File: config.mk
export PLATFORM = sky130hd
export DESIGN_NAME = tdp_translation_buffer
export DESIGN_NICKNAME = d
export VERILOG_FILES = /design/src/core/tdp_pkg.sv /design/src/core/tdp_half_if.sv /design/src/core/tdp_translation_buffer.sv /design/src/core/tdp_half_check.sv
export SDC_FILE = /design/constraint.sdc
export NUM_CORES = 2
export LEC_CHECK = 0
export BUFFER_PORTS_ARGS = -buffer_cell sky130_fd_sc_hd__buf_2
export CAP_MARGIN = 20
export CORE_MARGIN = 4
export CORE_UTILIZATION = 50
export DETAILED_ROUTE_END_ITERATION = 8
export PLACE_DENSITY = 0.74
export SLEW_MARGIN = 0
export SYNTH_ARGS = -nofsm -noshare
export SYNTH_HDL_FRONTEND = slang
export SYNTH_HIERARCHICAL = 1
export SYNTH_SLANG_ARGS = --single-unit
File: constraint.sdc
create_clock -name core_clk -period 69.3 [get_ports core_clk]
set_clock_uncertainty 0.1 [all_clocks]
set_input_delay 10.395 -clock core_clk [delete_from_list [all_inputs] [get_ports core_clk]]
set_output_delay 10.395 -clock core_clk [all_outputs]
set_load 0.1 [all_outputs]
File: src/core/tdp_pkg.sv
package tdp_pkg;
  // Widths of the translated address and the entry fields
  localparam int ADDR_W  = 32;
  localparam int PFN_W   = 20;
  localparam int ADDRESS_SPACE_ID_W  = 8;
  localparam int MASK_W  = 18;
  localparam int VIRTUAL_PAGE_PAIR_NUMBER_W  = 19;
  localparam int VPNX_W  = 2;
  localparam int CATTR_W = 3;
  localparam int SEL_W   = 5;
  localparam int CMP_W   = VIRTUAL_PAGE_PAIR_NUMBER_W + VPNX_W;

  // Field positions in the low staging words
  localparam int LO_G_BIT   = 0;
  localparam int LO_V_BIT   = 1;
  localparam int LO_WE_BIT  = 2;
  localparam int LO_C_LSB   = 3;
  localparam int LO_PFN_LSB = 6;
  localparam int LO_XI_BIT  = 30;
  localparam int LO_RI_BIT  = 31;

  // Field positions in the high staging word and the page mask word
  localparam int HI_ADDRESS_SPACE_ID_LSB = 0;
  localparam int HI_VPNX_LSB = 11;
  localparam int HI_VIRTUAL_PAGE_PAIR_NUMBER_LSB = 13;
  localparam int PM_LSB      = 11;

  // Page offset widths and the lowest even/odd select bit
  localparam int               NORMAL_SHIFT  = 12;
  localparam int               SMALL_SHIFT   = 10;
  localparam logic [SEL_W-1:0] SEL_BIT_SMALL = 5'h0A;

  // Cacheability codes
  localparam logic [CATTR_W-1:0] CA_WT_NOALLOC = 3'h0;
  localparam logic [CATTR_W-1:0] CA_WT_ALLOC   = 3'h1;
  localparam logic [CATTR_W-1:0] CA_UNCACHED   = 3'h2;
  localparam logic [CATTR_W-1:0] CA_WB_ALLOC   = 3'h3;

  // Default number of entry pairs
  localparam int NUM_ENTRIES = 16;

  typedef enum logic [1:0] {
    TDP_FETCH = 2'h0,
    TDP_LOAD  = 2'h1,
    TDP_STORE = 2'h2
  } tdp_kind_e;

  typedef struct packed {
    logic [PFN_W-1:0]   pfn;
    logic [CATTR_W-1:0] cattr;
    logic               readInhibit;
    logic               execInhibit;
    logic               writeEnable;
    logic               valid;
  } tdp_half_s;

  typedef struct packed {
    logic                 written;
    logic [MASK_W-1:0]    pageSizeMask;
    logic [VIRTUAL_PAGE_PAIR_NUMBER_W-1:0]    virtualPagePairNumber;
    logic [VPNX_W-1:0]    virtualPagePairExtension;
    logic [ADDRESS_SPACE_ID_W-1:0]    addressSpaceId;
    logic                 isGlobal;
    tdp_half_s            even;
    tdp_half_s            odd;
  } tdp_entry_s;
endpackage

File: src/core/tdp_half_if.sv
interface tdp_half_if;
  import tdp_pkg::*;
  tdp_half_s             half;
  logic [ADDR_W-1:0]     vaddr;
  logic [SEL_W-1:0]      selBit;
  logic                  smallPage;
  logic                  inhibitExcEn;
  tdp_kind_e             kind;
  logic [ADDR_W-1:0]     paddr;
  logic [CATTR_W-1:0]    cacheAttr;
  logic                  excReadInhibit;
  logic                  excExecInhibit;
  logic                  excInvalid;
  logic                  excModified;

  modport sel (output half, vaddr, selBit, smallPage, inhibitExcEn, kind,
               input paddr, cacheAttr, excReadInhibit, excExecInhibit, excInvalid,
               excModified);
  modport chk (input half, vaddr, selBit, smallPage, inhibitExcEn, kind,
               output paddr, cacheAttr, excReadInhibit, excExecInhibit, excInvalid,
               excModified);
endinterface

File: src/core/tdp_translation_buffer.sv
module tdp_translation_buffer
  import tdp_pkg::*;
#(
  parameter int ENTRIES = tdp_pkg::NUM_ENTRIES,
  parameter int IDX_W   = $clog2(ENTRIES)
) (
  input  wire logic                        core_clk,
  input  wire logic                        rst,
  input  wire logic [tdp_pkg::ADDR_W-1:0]  pageSizeMaskStaging,
  input  wire logic [tdp_pkg::ADDR_W-1:0]  entryHighStaging,
  input  wire logic [tdp_pkg::ADDR_W-1:0]  entryLowEvenStaging,
  input  wire logic [tdp_pkg::ADDR_W-1:0]  entryLowOddStaging,
  input  wire logic                        smallPageEnable,
  input  wire logic                        inhibitExcEnable,
  input  wire logic                        writeIndexedEntryInstr,
  input  wire logic                        writeRandomEntryInstr,
  input  wire logic [IDX_W-1:0]            indexSelect,
  input  wire logic [IDX_W-1:0]            randomSelect,
  input  wire logic                        accessValid,
  input  wire tdp_pkg::tdp_kind_e          accessKind,
  input  wire logic [tdp_pkg::ADDR_W-1:0]  accessVaddr,
  output logic                             rspValid,
  output logic                             rspHit,
  output logic                             rspMiss,
  output logic [tdp_pkg::ADDR_W-1:0]       rspPaddr,
  output logic [tdp_pkg::CATTR_W-1:0]      rspCacheAttr,
  output logic                             rspExcReadInhibit,
  output logic                             rspExcExecInhibit,
  output logic                             rspExcInvalid,
  output logic                             rspExcModified,
  output logic                             rspAbort
);
  import tdp_pkg::*;

  tdp_entry_s             entry_ff  [ENTRIES];
  tdp_entry_s             nxt_entry [ENTRIES];
  tdp_entry_s             newEntry;
  logic                   wrEn;
  logic [IDX_W-1:0]       wrIdx;
  logic [ENTRIES-1:0]     entryMatch;
  logic                   anyHit;
  logic [IDX_W-1:0]       hitIdx;
  tdp_entry_s             hitEntry;
  logic [SEL_W-1:0]       selBit;
  logic                   oddSel;
  logic [ADDRESS_SPACE_ID_W-1:0]      curAsid;

  logic                   rspValid_ff;
  logic                   rspHit_ff;
  logic                   rspMiss_ff;
  logic [ADDR_W-1:0]      rspPaddr_ff;
  logic [CATTR_W-1:0]     rspCacheAttr_ff;
  logic [3:0]             rspExc_ff;
  logic                   nxt_rspValid;
  logic                   nxt_rspHit;
  logic                   nxt_rspMiss;
  logic [ADDR_W-1:0]      nxt_rspPaddr;
  logic [CATTR_W-1:0]     nxt_rspCacheAttr;
  logic [3:0]             nxt_rspExc;

  tdp_half_if hif ();

  // Select bit is bit 10, raised two per set mask pair from the bottom (pair 0 always in normal mode)
  function automatic logic [SEL_W-1:0] selBitOf(input logic [MASK_W-1:0] m,
                                                 input logic            smallMode);
    logic [SEL_W-1:0] b;
    b = SEL_BIT_SMALL;
    for (int p = 0; p < MASK_W / 2; p++) begin
      if ((m[2*p+1] || (p == 0 && !smallMode)) && b == SEL_W'(SEL_BIT_SMALL + 2 * p)) begin
        b = SEL_W'(b + 2);
      end
    end
    return b;
  endfunction

  // Entry image built from the staging words
  always_comb begin
    newEntry.written                  = 1'b1;
    newEntry.pageSizeMask             = pageSizeMaskStaging[PM_LSB +: MASK_W];
    newEntry.virtualPagePairNumber    = entryHighStaging[HI_VIRTUAL_PAGE_PAIR_NUMBER_LSB +: VIRTUAL_PAGE_PAIR_NUMBER_W];
    newEntry.virtualPagePairExtension = entryHighStaging[HI_VPNX_LSB +: VPNX_W];
    newEntry.addressSpaceId           = entryHighStaging[HI_ADDRESS_SPACE_ID_LSB +: ADDRESS_SPACE_ID_W];
    newEntry.isGlobal = entryLowEvenStaging[LO_G_BIT] & entryLowOddStaging[LO_G_BIT];
    newEntry.even.pfn         = entryLowEvenStaging[LO_PFN_LSB +: PFN_W];
    newEntry.even.cattr       = entryLowEvenStaging[LO_C_LSB +: CATTR_W];
    newEntry.even.readInhibit = entryLowEvenStaging[LO_RI_BIT];
    newEntry.even.execInhibit = entryLowEvenStaging[LO_XI_BIT];
    newEntry.even.writeEnable = entryLowEvenStaging[LO_WE_BIT];
    newEntry.even.valid       = entryLowEvenStaging[LO_V_BIT];
    newEntry.odd.pfn          = entryLowOddStaging[LO_PFN_LSB +: PFN_W];
    newEntry.odd.cattr        = entryLowOddStaging[LO_C_LSB +: CATTR_W];
    newEntry.odd.readInhibit  = entryLowOddStaging[LO_RI_BIT];
    newEntry.odd.execInhibit  = entryLowOddStaging[LO_XI_BIT];
    newEntry.odd.writeEnable  = entryLowOddStaging[LO_WE_BIT];
    newEntry.odd.valid        = entryLowOddStaging[LO_V_BIT];
  end

  // Entry write, indexed form wins over random
  always_comb begin
    wrEn  = writeIndexedEntryInstr || writeRandomEntryInstr;
    wrIdx = writeIndexedEntryInstr ? indexSelect : randomSelect;
    for (int i = 0; i < ENTRIES; i++) begin
      nxt_entry[i] = entry_ff[i];
    end
    if (wrEn) begin
      nxt_entry[wrIdx] = newEntry;
    end
  end

  always_ff @(posedge core_clk or posedge rst) begin
    if (rst) begin
      for (int i = 0; i < ENTRIES; i++) begin
        entry_ff[i] <= '0;
      end
    end else begin
      for (int i = 0; i < ENTRIES; i++) begin
        entry_ff[i] <= nxt_entry[i];
      end
    end
  end

  // Tag compare per entry under its own page mask
  assign curAsid = entryHighStaging[HI_ADDRESS_SPACE_ID_LSB +: ADDRESS_SPACE_ID_W];

  generate
    for (genvar g = 0; g < ENTRIES; g++) begin : gMatch
      logic [CMP_W-1:0] ignore;
      logic [CMP_W-1:0] diff;
      always_comb begin
        ignore = {3'b000, entry_ff[g].pageSizeMask};
        if (!smallPageEnable) begin
          ignore[VPNX_W-1:0] = {VPNX_W{1'b1}};
        end
        diff = accessVaddr[ADDR_W-1:SMALL_SHIFT+1]
               ^ {entry_ff[g].virtualPagePairNumber, entry_ff[g].virtualPagePairExtension};
        entryMatch[g] = entry_ff[g].written && ((diff & ~ignore) == '0)
                        && (entry_ff[g].isGlobal
                            || entry_ff[g].addressSpaceId == curAsid);
      end
    end
  endgenerate

  // Lowest matching entry, then its even or odd half
  always_comb begin
    anyHit = 1'b0;
    hitIdx = '0;
    for (int i = ENTRIES - 1; i >= 0; i--) begin
      if (entryMatch[i]) begin
        anyHit = 1'b1;
        hitIdx = IDX_W'(i);
      end
    end
    hitEntry         = entry_ff[hitIdx];
    selBit           = selBitOf(hitEntry.pageSizeMask, smallPageEnable);
    oddSel           = accessVaddr[selBit];
    hif.half         = oddSel ? hitEntry.odd : hitEntry.even;
    hif.vaddr        = accessVaddr;
    hif.selBit       = selBit;
    hif.smallPage    = smallPageEnable;
    hif.inhibitExcEn = inhibitExcEnable;
    hif.kind         = accessKind;
  end

  tdp_half_check uCheck (
    .hc (hif.chk)
  );

  // Response for each taken access, one cycle later
  always_comb begin
    nxt_rspValid     = accessValid;
    nxt_rspHit       = accessValid && anyHit;
    nxt_rspMiss      = accessValid && !anyHit;
    nxt_rspPaddr     = anyHit ? hif.paddr : '0;
    nxt_rspCacheAttr = anyHit ? hif.cacheAttr : CA_UNCACHED;
    nxt_rspExc       = {4{accessValid && anyHit}}
                       & {hif.excModified, hif.excInvalid,
                          hif.excExecInhibit, hif.excReadInhibit};
  end

  always_ff @(posedge core_clk or posedge rst) begin
    if (rst) begin
      rspValid_ff     <= 1'b0;
      rspHit_ff       <= 1'b0;
      rspMiss_ff      <= 1'b0;
      rspPaddr_ff     <= '0;
      rspCacheAttr_ff <= CA_UNCACHED;
      rspExc_ff       <= 4'h0;
    end else begin
      rspValid_ff     <= nxt_rspValid;
      rspHit_ff       <= nxt_rspHit;
      rspMiss_ff      <= nxt_rspMiss;
      rspPaddr_ff     <= nxt_rspPaddr;
      rspCacheAttr_ff <= nxt_rspCacheAttr;
      rspExc_ff       <= nxt_rspExc;
    end
  end

  // Outputs; abort tells the pipeline to drop the access
  assign rspValid          = rspValid_ff;
  assign rspHit            = rspHit_ff;
  assign rspMiss           = rspMiss_ff;
  assign rspPaddr          = rspPaddr_ff;
  assign rspCacheAttr      = rspCacheAttr_ff;
  assign rspExcReadInhibit = rspExc_ff[0];
  assign rspExcExecInhibit = rspExc_ff[1];
  assign rspExcInvalid     = rspExc_ff[2];
  assign rspExcModified    = rspExc_ff[3];
  assign rspAbort          = rspMiss_ff || (rspExc_ff != 4'h0);
endmodule

File: src/core/tdp_half_check.sv
module tdp_half_check (
  tdp_half_if.chk hc
);
  import tdp_pkg::*;

  logic [ADDR_W-1:0] base;
  logic [ADDR_W-1:0] offMask;
  logic              inhibited;

  // Frame placement and untranslated offset merge
  always_comb begin
    if (hc.smallPage) begin
      base = {2'b00, hc.half.pfn, {SMALL_SHIFT{1'b0}}};
    end else begin
      base = {hc.half.pfn, {NORMAL_SHIFT{1'b0}}};
    end
    offMask  = (32'h1 << hc.selBit) - 32'h1;
    hc.paddr = (base & ~offMask) | (hc.vaddr & offMask);
  end

  // Cacheability decode with aliased codes folded
  always_comb begin
    case (hc.half.cattr)
      3'h4, 3'h5, 3'h6: hc.cacheAttr = CA_WB_ALLOC;
      3'h7:             hc.cacheAttr = CA_UNCACHED;
      default:          hc.cacheAttr = hc.half.cattr;
    endcase
  end

  // Permission checks, inhibits first, then valid, then write enable
  always_comb begin
    hc.excReadInhibit = hc.inhibitExcEn && hc.half.readInhibit
                        && (hc.kind == TDP_LOAD);
    hc.excExecInhibit = hc.inhibitExcEn && hc.half.execInhibit
                        && (hc.kind == TDP_FETCH);
    inhibited         = hc.excReadInhibit || hc.excExecInhibit;
    hc.excInvalid     = !inhibited && !hc.half.valid;
    hc.excModified    = !inhibited && hc.half.valid && (hc.kind == TDP_STORE)
                        && !hc.half.writeEnable;
  end
endmodule

# Yosys cells after proc, flatten, opt, wreduce, memory -nomap -nowiden
# Cells that the tools add are included.
# Widths: inputs -> output; s select.
[totals]
output_inout_bits = 43
register_bits = 1690
inputBits = 177
[classes]
order_cmp = 4
reduce_logical = 95
bitwise = 56
n_addsub = 9
n_eq_ne = 30
n_shift = 1
n_mux = 71
[op_table]
columns = ["op", "count"]
rows = [
  ["$bwmux 1648", 1],
  ["$bmux 103 s4", 1],
  ["$demux 103 s4", 1],
  ["$and 21x21->21", 16],
  ["$logic_not 21->1", 16],
  ["$not 18->21", 16],
  ["$xor 21x21->21", 16],
  ["$mux 102", 2],
  ["$eq 8x8->1", 16],
  ["$mux 103", 1],
  ["$mux 4", 17],
  ["$and 32x32->32", 2],
  ["$mux 32", 2],
  ["$logic_and 1x1->1", 51],
  ["$add 5x2->5 const B", 8],
  ["$mux 5", 8],
  ["$mux 2", 16],
  ["$not 32->32", 1],
  ["$or 32x32->32", 1],
  ["$shl 1x5->32 const A", 1],
  ["$sub 32x1->32 const B", 1],
  ["$eq 5x5->1 const B", 6],
  ["$mux 27", 1],
  ["$logic_or 1x1->1", 20],
  ["other kinds (18)", 45],
]

# Longest topological paths before layout
[depth]
depth_word = 63
mapped_depth = 69
depth_no_buf = 60

# Hierarchy
# The synthesis kept the hierarchy.
[modules_own_cells]
columns = ["mod", "n_inst", "seq_area_each_um2", "area_each_um2", "cells_per_inst"]
rows = [
  ["tdp_translation_buffer", 1, 42291.8, 81443.1, 6413],
  ["tdp_half_check", 1, 0.0, 1102.3, 162],
]

# Worst setup path after synthesis
# OpenSTA, ideal clock, no wires.
[synth_path]
path_type = "input port to flip-flop"
startpoint = "input port accessVaddr[27] in the netlist's numbering"
endpoint = "register rspPaddr_ff[12] (netlist: rspPaddr[12])"
arrival_time_ns = 21.250
setup_slack_ns = 47.817
n_path_buf = 8
path_stages = 64
cell_sequence = "buf_2 -> buf_6 -> xnor2_1 -> o22ai_1 -> nor4_1 -> nand4_2 -> and4_4 -> buf_6 -> a21o_1 -> nor2_1 -> clkbuf_1 -> clkbuf_1 -> and3_1 -> a31oi_1 -> a21oi_1 -> a21oi_1 -> nand2_1 -> nand2_1 -> (+28 left out) -> or2_2 -> ha_1 -> o311a_1 -> o2111a_1 -> o211a_1 -> buf_2 -> nor2_2 -> mux2i_4 -> mux4_2 -> and2_4 -> o32ai_2 -> buf_6 -> buf_12 -> mux2i_1 -> mux2i_1 -> mux2_2 -> mux2_1 -> nor2b_1"
[synth_rtl]
columns = ["item", "line_no", "text"]
rows = [
  ["start: declaration", "tdp_translation_buffer.sv:21", "input wire logic [tdp_pkg::ADDR_W-1:0] accessVaddr,"],
  ["end signal: assignment", "tdp_translation_buffer.sv:192", "rspPaddr_ff <= nxt_rspPaddr;"],
  ["end: declaration", "tdp_translation_buffer.sv:51", "logic [ADDR_W-1:0] rspPaddr_ff;"],
]

==> results by group <==
STA
  • Final min period: 26.26 ns
  • Worst-case hold slack: ~0.37 ns
  • RSZ-0062 raised after global routing: false
  • FMAX: approximately 0.038 GHz
  • Slew Viols, Final: 0
  • Slew HR: 0.1595
  • Worst-margin pin slew: about 1.3 ns
  • Final hold vios: 0
  • Setup TNS: 0 ns
  • Crit share post-route: 0.3790
  • Setup violators final: 0

Clock tree
  • Post-CTS Setup Inserts: 0
  • CTS H-Tree Depth: 4
  • Num CTS Buffers: between 150 and 200
  • CTS resizes: 0
  • CTS tree: yes
  • Clock latency on the worst-skew pair: 0.83 ns
  • Clock buffer depth: 3
  • Worst-path clk slew: approximately 0.06 ns
  • CTS sink cnt: ~1,700
  • Root Buffer: clkbuf_16
  • CTS Hold Buffers Added: 0

Detailed routing
  • Post-DR wirelength/cell: between 20 and 30 um
  • DR iter-0 viols: about 4,300
  • First-pass iteration count of the detailed router: 6
  • Antenna Nets Post-Route: 0
  • DR DRC count: 0
  • WL final: between 200,000 and 250,000 um
  • Detailed-route via count: between 50,000 and 60,000
  • Vias/cell: roughly 6.1

Synthesis
  • Synth area leaders: dfrtp_1 (51%), mux2_2 (24%), mux2i_1 (5.9%), xnor2_1 (4.2%), nand2_1 (1.9%)
  • Share of the synthesized area in the top cell type: 0.5120
  • Synth cell count leaders: mux2_2 (1,738), dfrtp_1 (1,689), mux2i_1 (485)
  • Yosys top cell by area: dfrtp_1
  • Synth Instances: 6,575
  • Seq cells post-synth: 1,690
  • Most frequent cell after synthesis: mux2_2
  • Post-synth ARST share: 1.000
  • Seq/Total Area, Yosys: 0.5123
  • Synth Flop Type: dfrtp_1
  • Avg Cell Area, Syn: 12.55 um2
  • Ys Warns: 6
  • Post-synth EDFFs: 0
  • Mapped Area: 82,550 um2
  • Synth cell types: around 100

Critical path
  • Critical Path Source Type: input port
  • Worst Path Class, Setup: input port to flop
  • Critical path endpoint category: flop
  • Crit-path max FO: 36
  • Crit path DAT: about 27 ns
  • Critical Path RT: approximately 70 ns
  • CP max-delay cell: o2111ai_4
  • Most common cell on crit path: nand2_1
  • Max incr delay on CP: between 0.9 and 1 ns

Global routing
  • Initial antenna violation count: 36
  • All-Layer GR Usage: 0.2759
  • Total congestion overflow: 0
  • First-pass GRT wire length: roughly 360,000 um
  • Largest net degree at the start of global routing: between 150 and 200
  • Vias in the first global route: 55,636

Cells and area
  • Final nets: 6,726
  • Layout cell share with drive strength beyond 1: 0.3601
  • Area grow syn2layout: 10.35%
  • Filler cell count: between 10,000 and 15,000

Floorplan
  • Io pins: 220
  • Die Y-Extent: 414.3 um
  • Placement row count: between 100 and 150
  • Die width: ~410 um
  • Core ar.: between 150,000 and 200,000 um2
  • DIE AREA: ~170,000 um2
  • Initial Util: 0.5054

Place
  • Post-DP HPWL: 150,100 um
  • PortBufs: just under 200
  • RD Place Congestion: 0.9784

Outcome
  • Status: complete, no violations

Power
  • Power Total: between 3000 and 4000 uW
  • Leakage: 0.04027 uW
  • VDD IR max: about 0.025 mV
  • Power density over cell area: roughly 35 nW/um2

Flow run
  • Number of max-cap violations: 0

Hold path
  • HP Class: flop to flop
-- kinds of logic after synthesis --
kind of cell | Yosys count | share of synthesized area
AO/OA/AOI/OAI | 658 | 0.05143
XOR/XNOR | 468 | 0.05020
adder cells (fa/ha/maj) | 8 | 0.001213
buffers and inverters | 550 | 0.03083
flip-flops | 1690 | 0.5123
multiplexers | 2231 | 0.2974
other | 2 | 0.00009098
AND/OR/NAND/NOR | 968 | 0.05648
-- metal layers --
metal	GRT usage	vias up	part of all wire
met4	0.1615	12	0.067
met5	0	-	0.00038
met2	0.4554	1877	0.48
met1	0.3415	28079	0.39
li1	-	23531	-
met3	0.04835	684	0.060
-- path summary, 6_finish.rpt --
| path | slack (ns) | from | depth (start not counted) | to |
|---|---|---|---|---|
| worst max register to register | 52.76 | entry_ff[166] | 59 | rspPaddr[11] |
| worst max-delay path | 43.04 | accessVaddr[12] | 61 | rspPaddr[11] |
| worst min register to register | 0.37 | entry_ff[926] | 1 | entry_ff[926] |
| worst min-delay path | 0.37 | entry_ff[926] | 1 | entry_ff[926] |
| min in group asynchronous | 9.66 | rst | 2 | entry_ff[823] |
| max in group asynchronous | 55.76 | rst | 6 | entry_ff[133] |
-- report_power, final --
part,switching (uW),internal (uW),leakage [uW]
clock network,402,572,0.00295
registers,177,1260,0.0205
logic,382,410,0.0168
total,961,2250,0.0403
-- layout by cell type, fill, tap and decap left out, drive strengths merged, types with 6 or more instances in the layout --
cell | synthesis | layout
nand2b | 13 | 13
a21o | 6 | 6
diode | 0 | 26
o211a | 7 | 7
or2 | 11 | 11
o22ai | 219 | 219
buf | 194 | 302
xnor2 | 399 | 399
a41o | 12 | 12
nor2b | 46 | 46
inv | 29 | 36
dfrtp | 1689 | 1689
conb | 2 | 7
nand2 | 412 | 412
o32ai | 7 | 7
a2111oi | 37 | 37
clkbuf | 327 | 269
nand3 | 133 | 133
mux2i | 486 | 486
o21ai | 258 | 258
ha | 8 | 8
nor3 | 23 | 23
o211ai | 7 | 7
bufinv | 0 | 11
nor4 | 73 | 73
nand4 | 57 | 57
clkinvlp | 0 | 6
a211oi | 15 | 15
and4 | 16 | 16
mux2 | 1743 | 1743
and2 | 27 | 27
nor2 | 130 | 130
xor2 | 69 | 69
clkinv | 0 | 33
a21oi | 27 | 27
a31oi | 10 | 10
-- cell type report --
class / count / area [um2] / share of cell area
Sequential cell: 1690 / 42290 / 0.4643
Multi-Input combinational cell: 4340 / 37910 / 0.4162
Clock buffer: 268 / 5325 / 0.05846
Tap cell: 2175 / 2721 / 0.02988
Timing Repair Buffer: 303 / 1977 / 0.02170
Clock inverter: 57 / 680.7 / 0.007473
Inverter: 29 / 116.4 / 0.001278
Antenna cell: 26 / 65.06 / 0.0007143
-- state kept, by name (all words and copies together), names as in the netlist --
register,count
rspExc_ff,4
rspValid,1
rspCacheAttr,3
entry_ff,1648
rspPaddr,32
rspHit,1
rspMiss,1
-- through the flow --
| step | setup slack [ns] | area, um2 | cells | utilization |
|---|---|---|---|---|
| after floorplan | 11.11 | 82560 | 6580 | - |
| after global placement | 42.83 | 84820 | 8526 | 0.5193 |
| after detailed placement | 42.67 | 84860 | 8530 | 0.5196 |
| after CTS | 43.49 | 90870 | 8855 | 0.5564 |
| after global routing | 42.58 | 91070 | 8883 | 0.5576 |
| final | 43.04 | 91080 | 8888 | 0.5577 |
-- critical path, delay by kind of cell --
kind | cells | cell delay (ns)
adder cells (fa/ha/maj) | 5 | 0.98
buffers and inverters | 9 | 3.12
AO/OA/AOI/OAI | 16 | 5.92
AND/OR/NAND/NOR | 22 | 3.93
XOR/XNOR | 4 | 0.62
multiplexers | 5 | 1.76
Power figures use the tool's default switching activity.
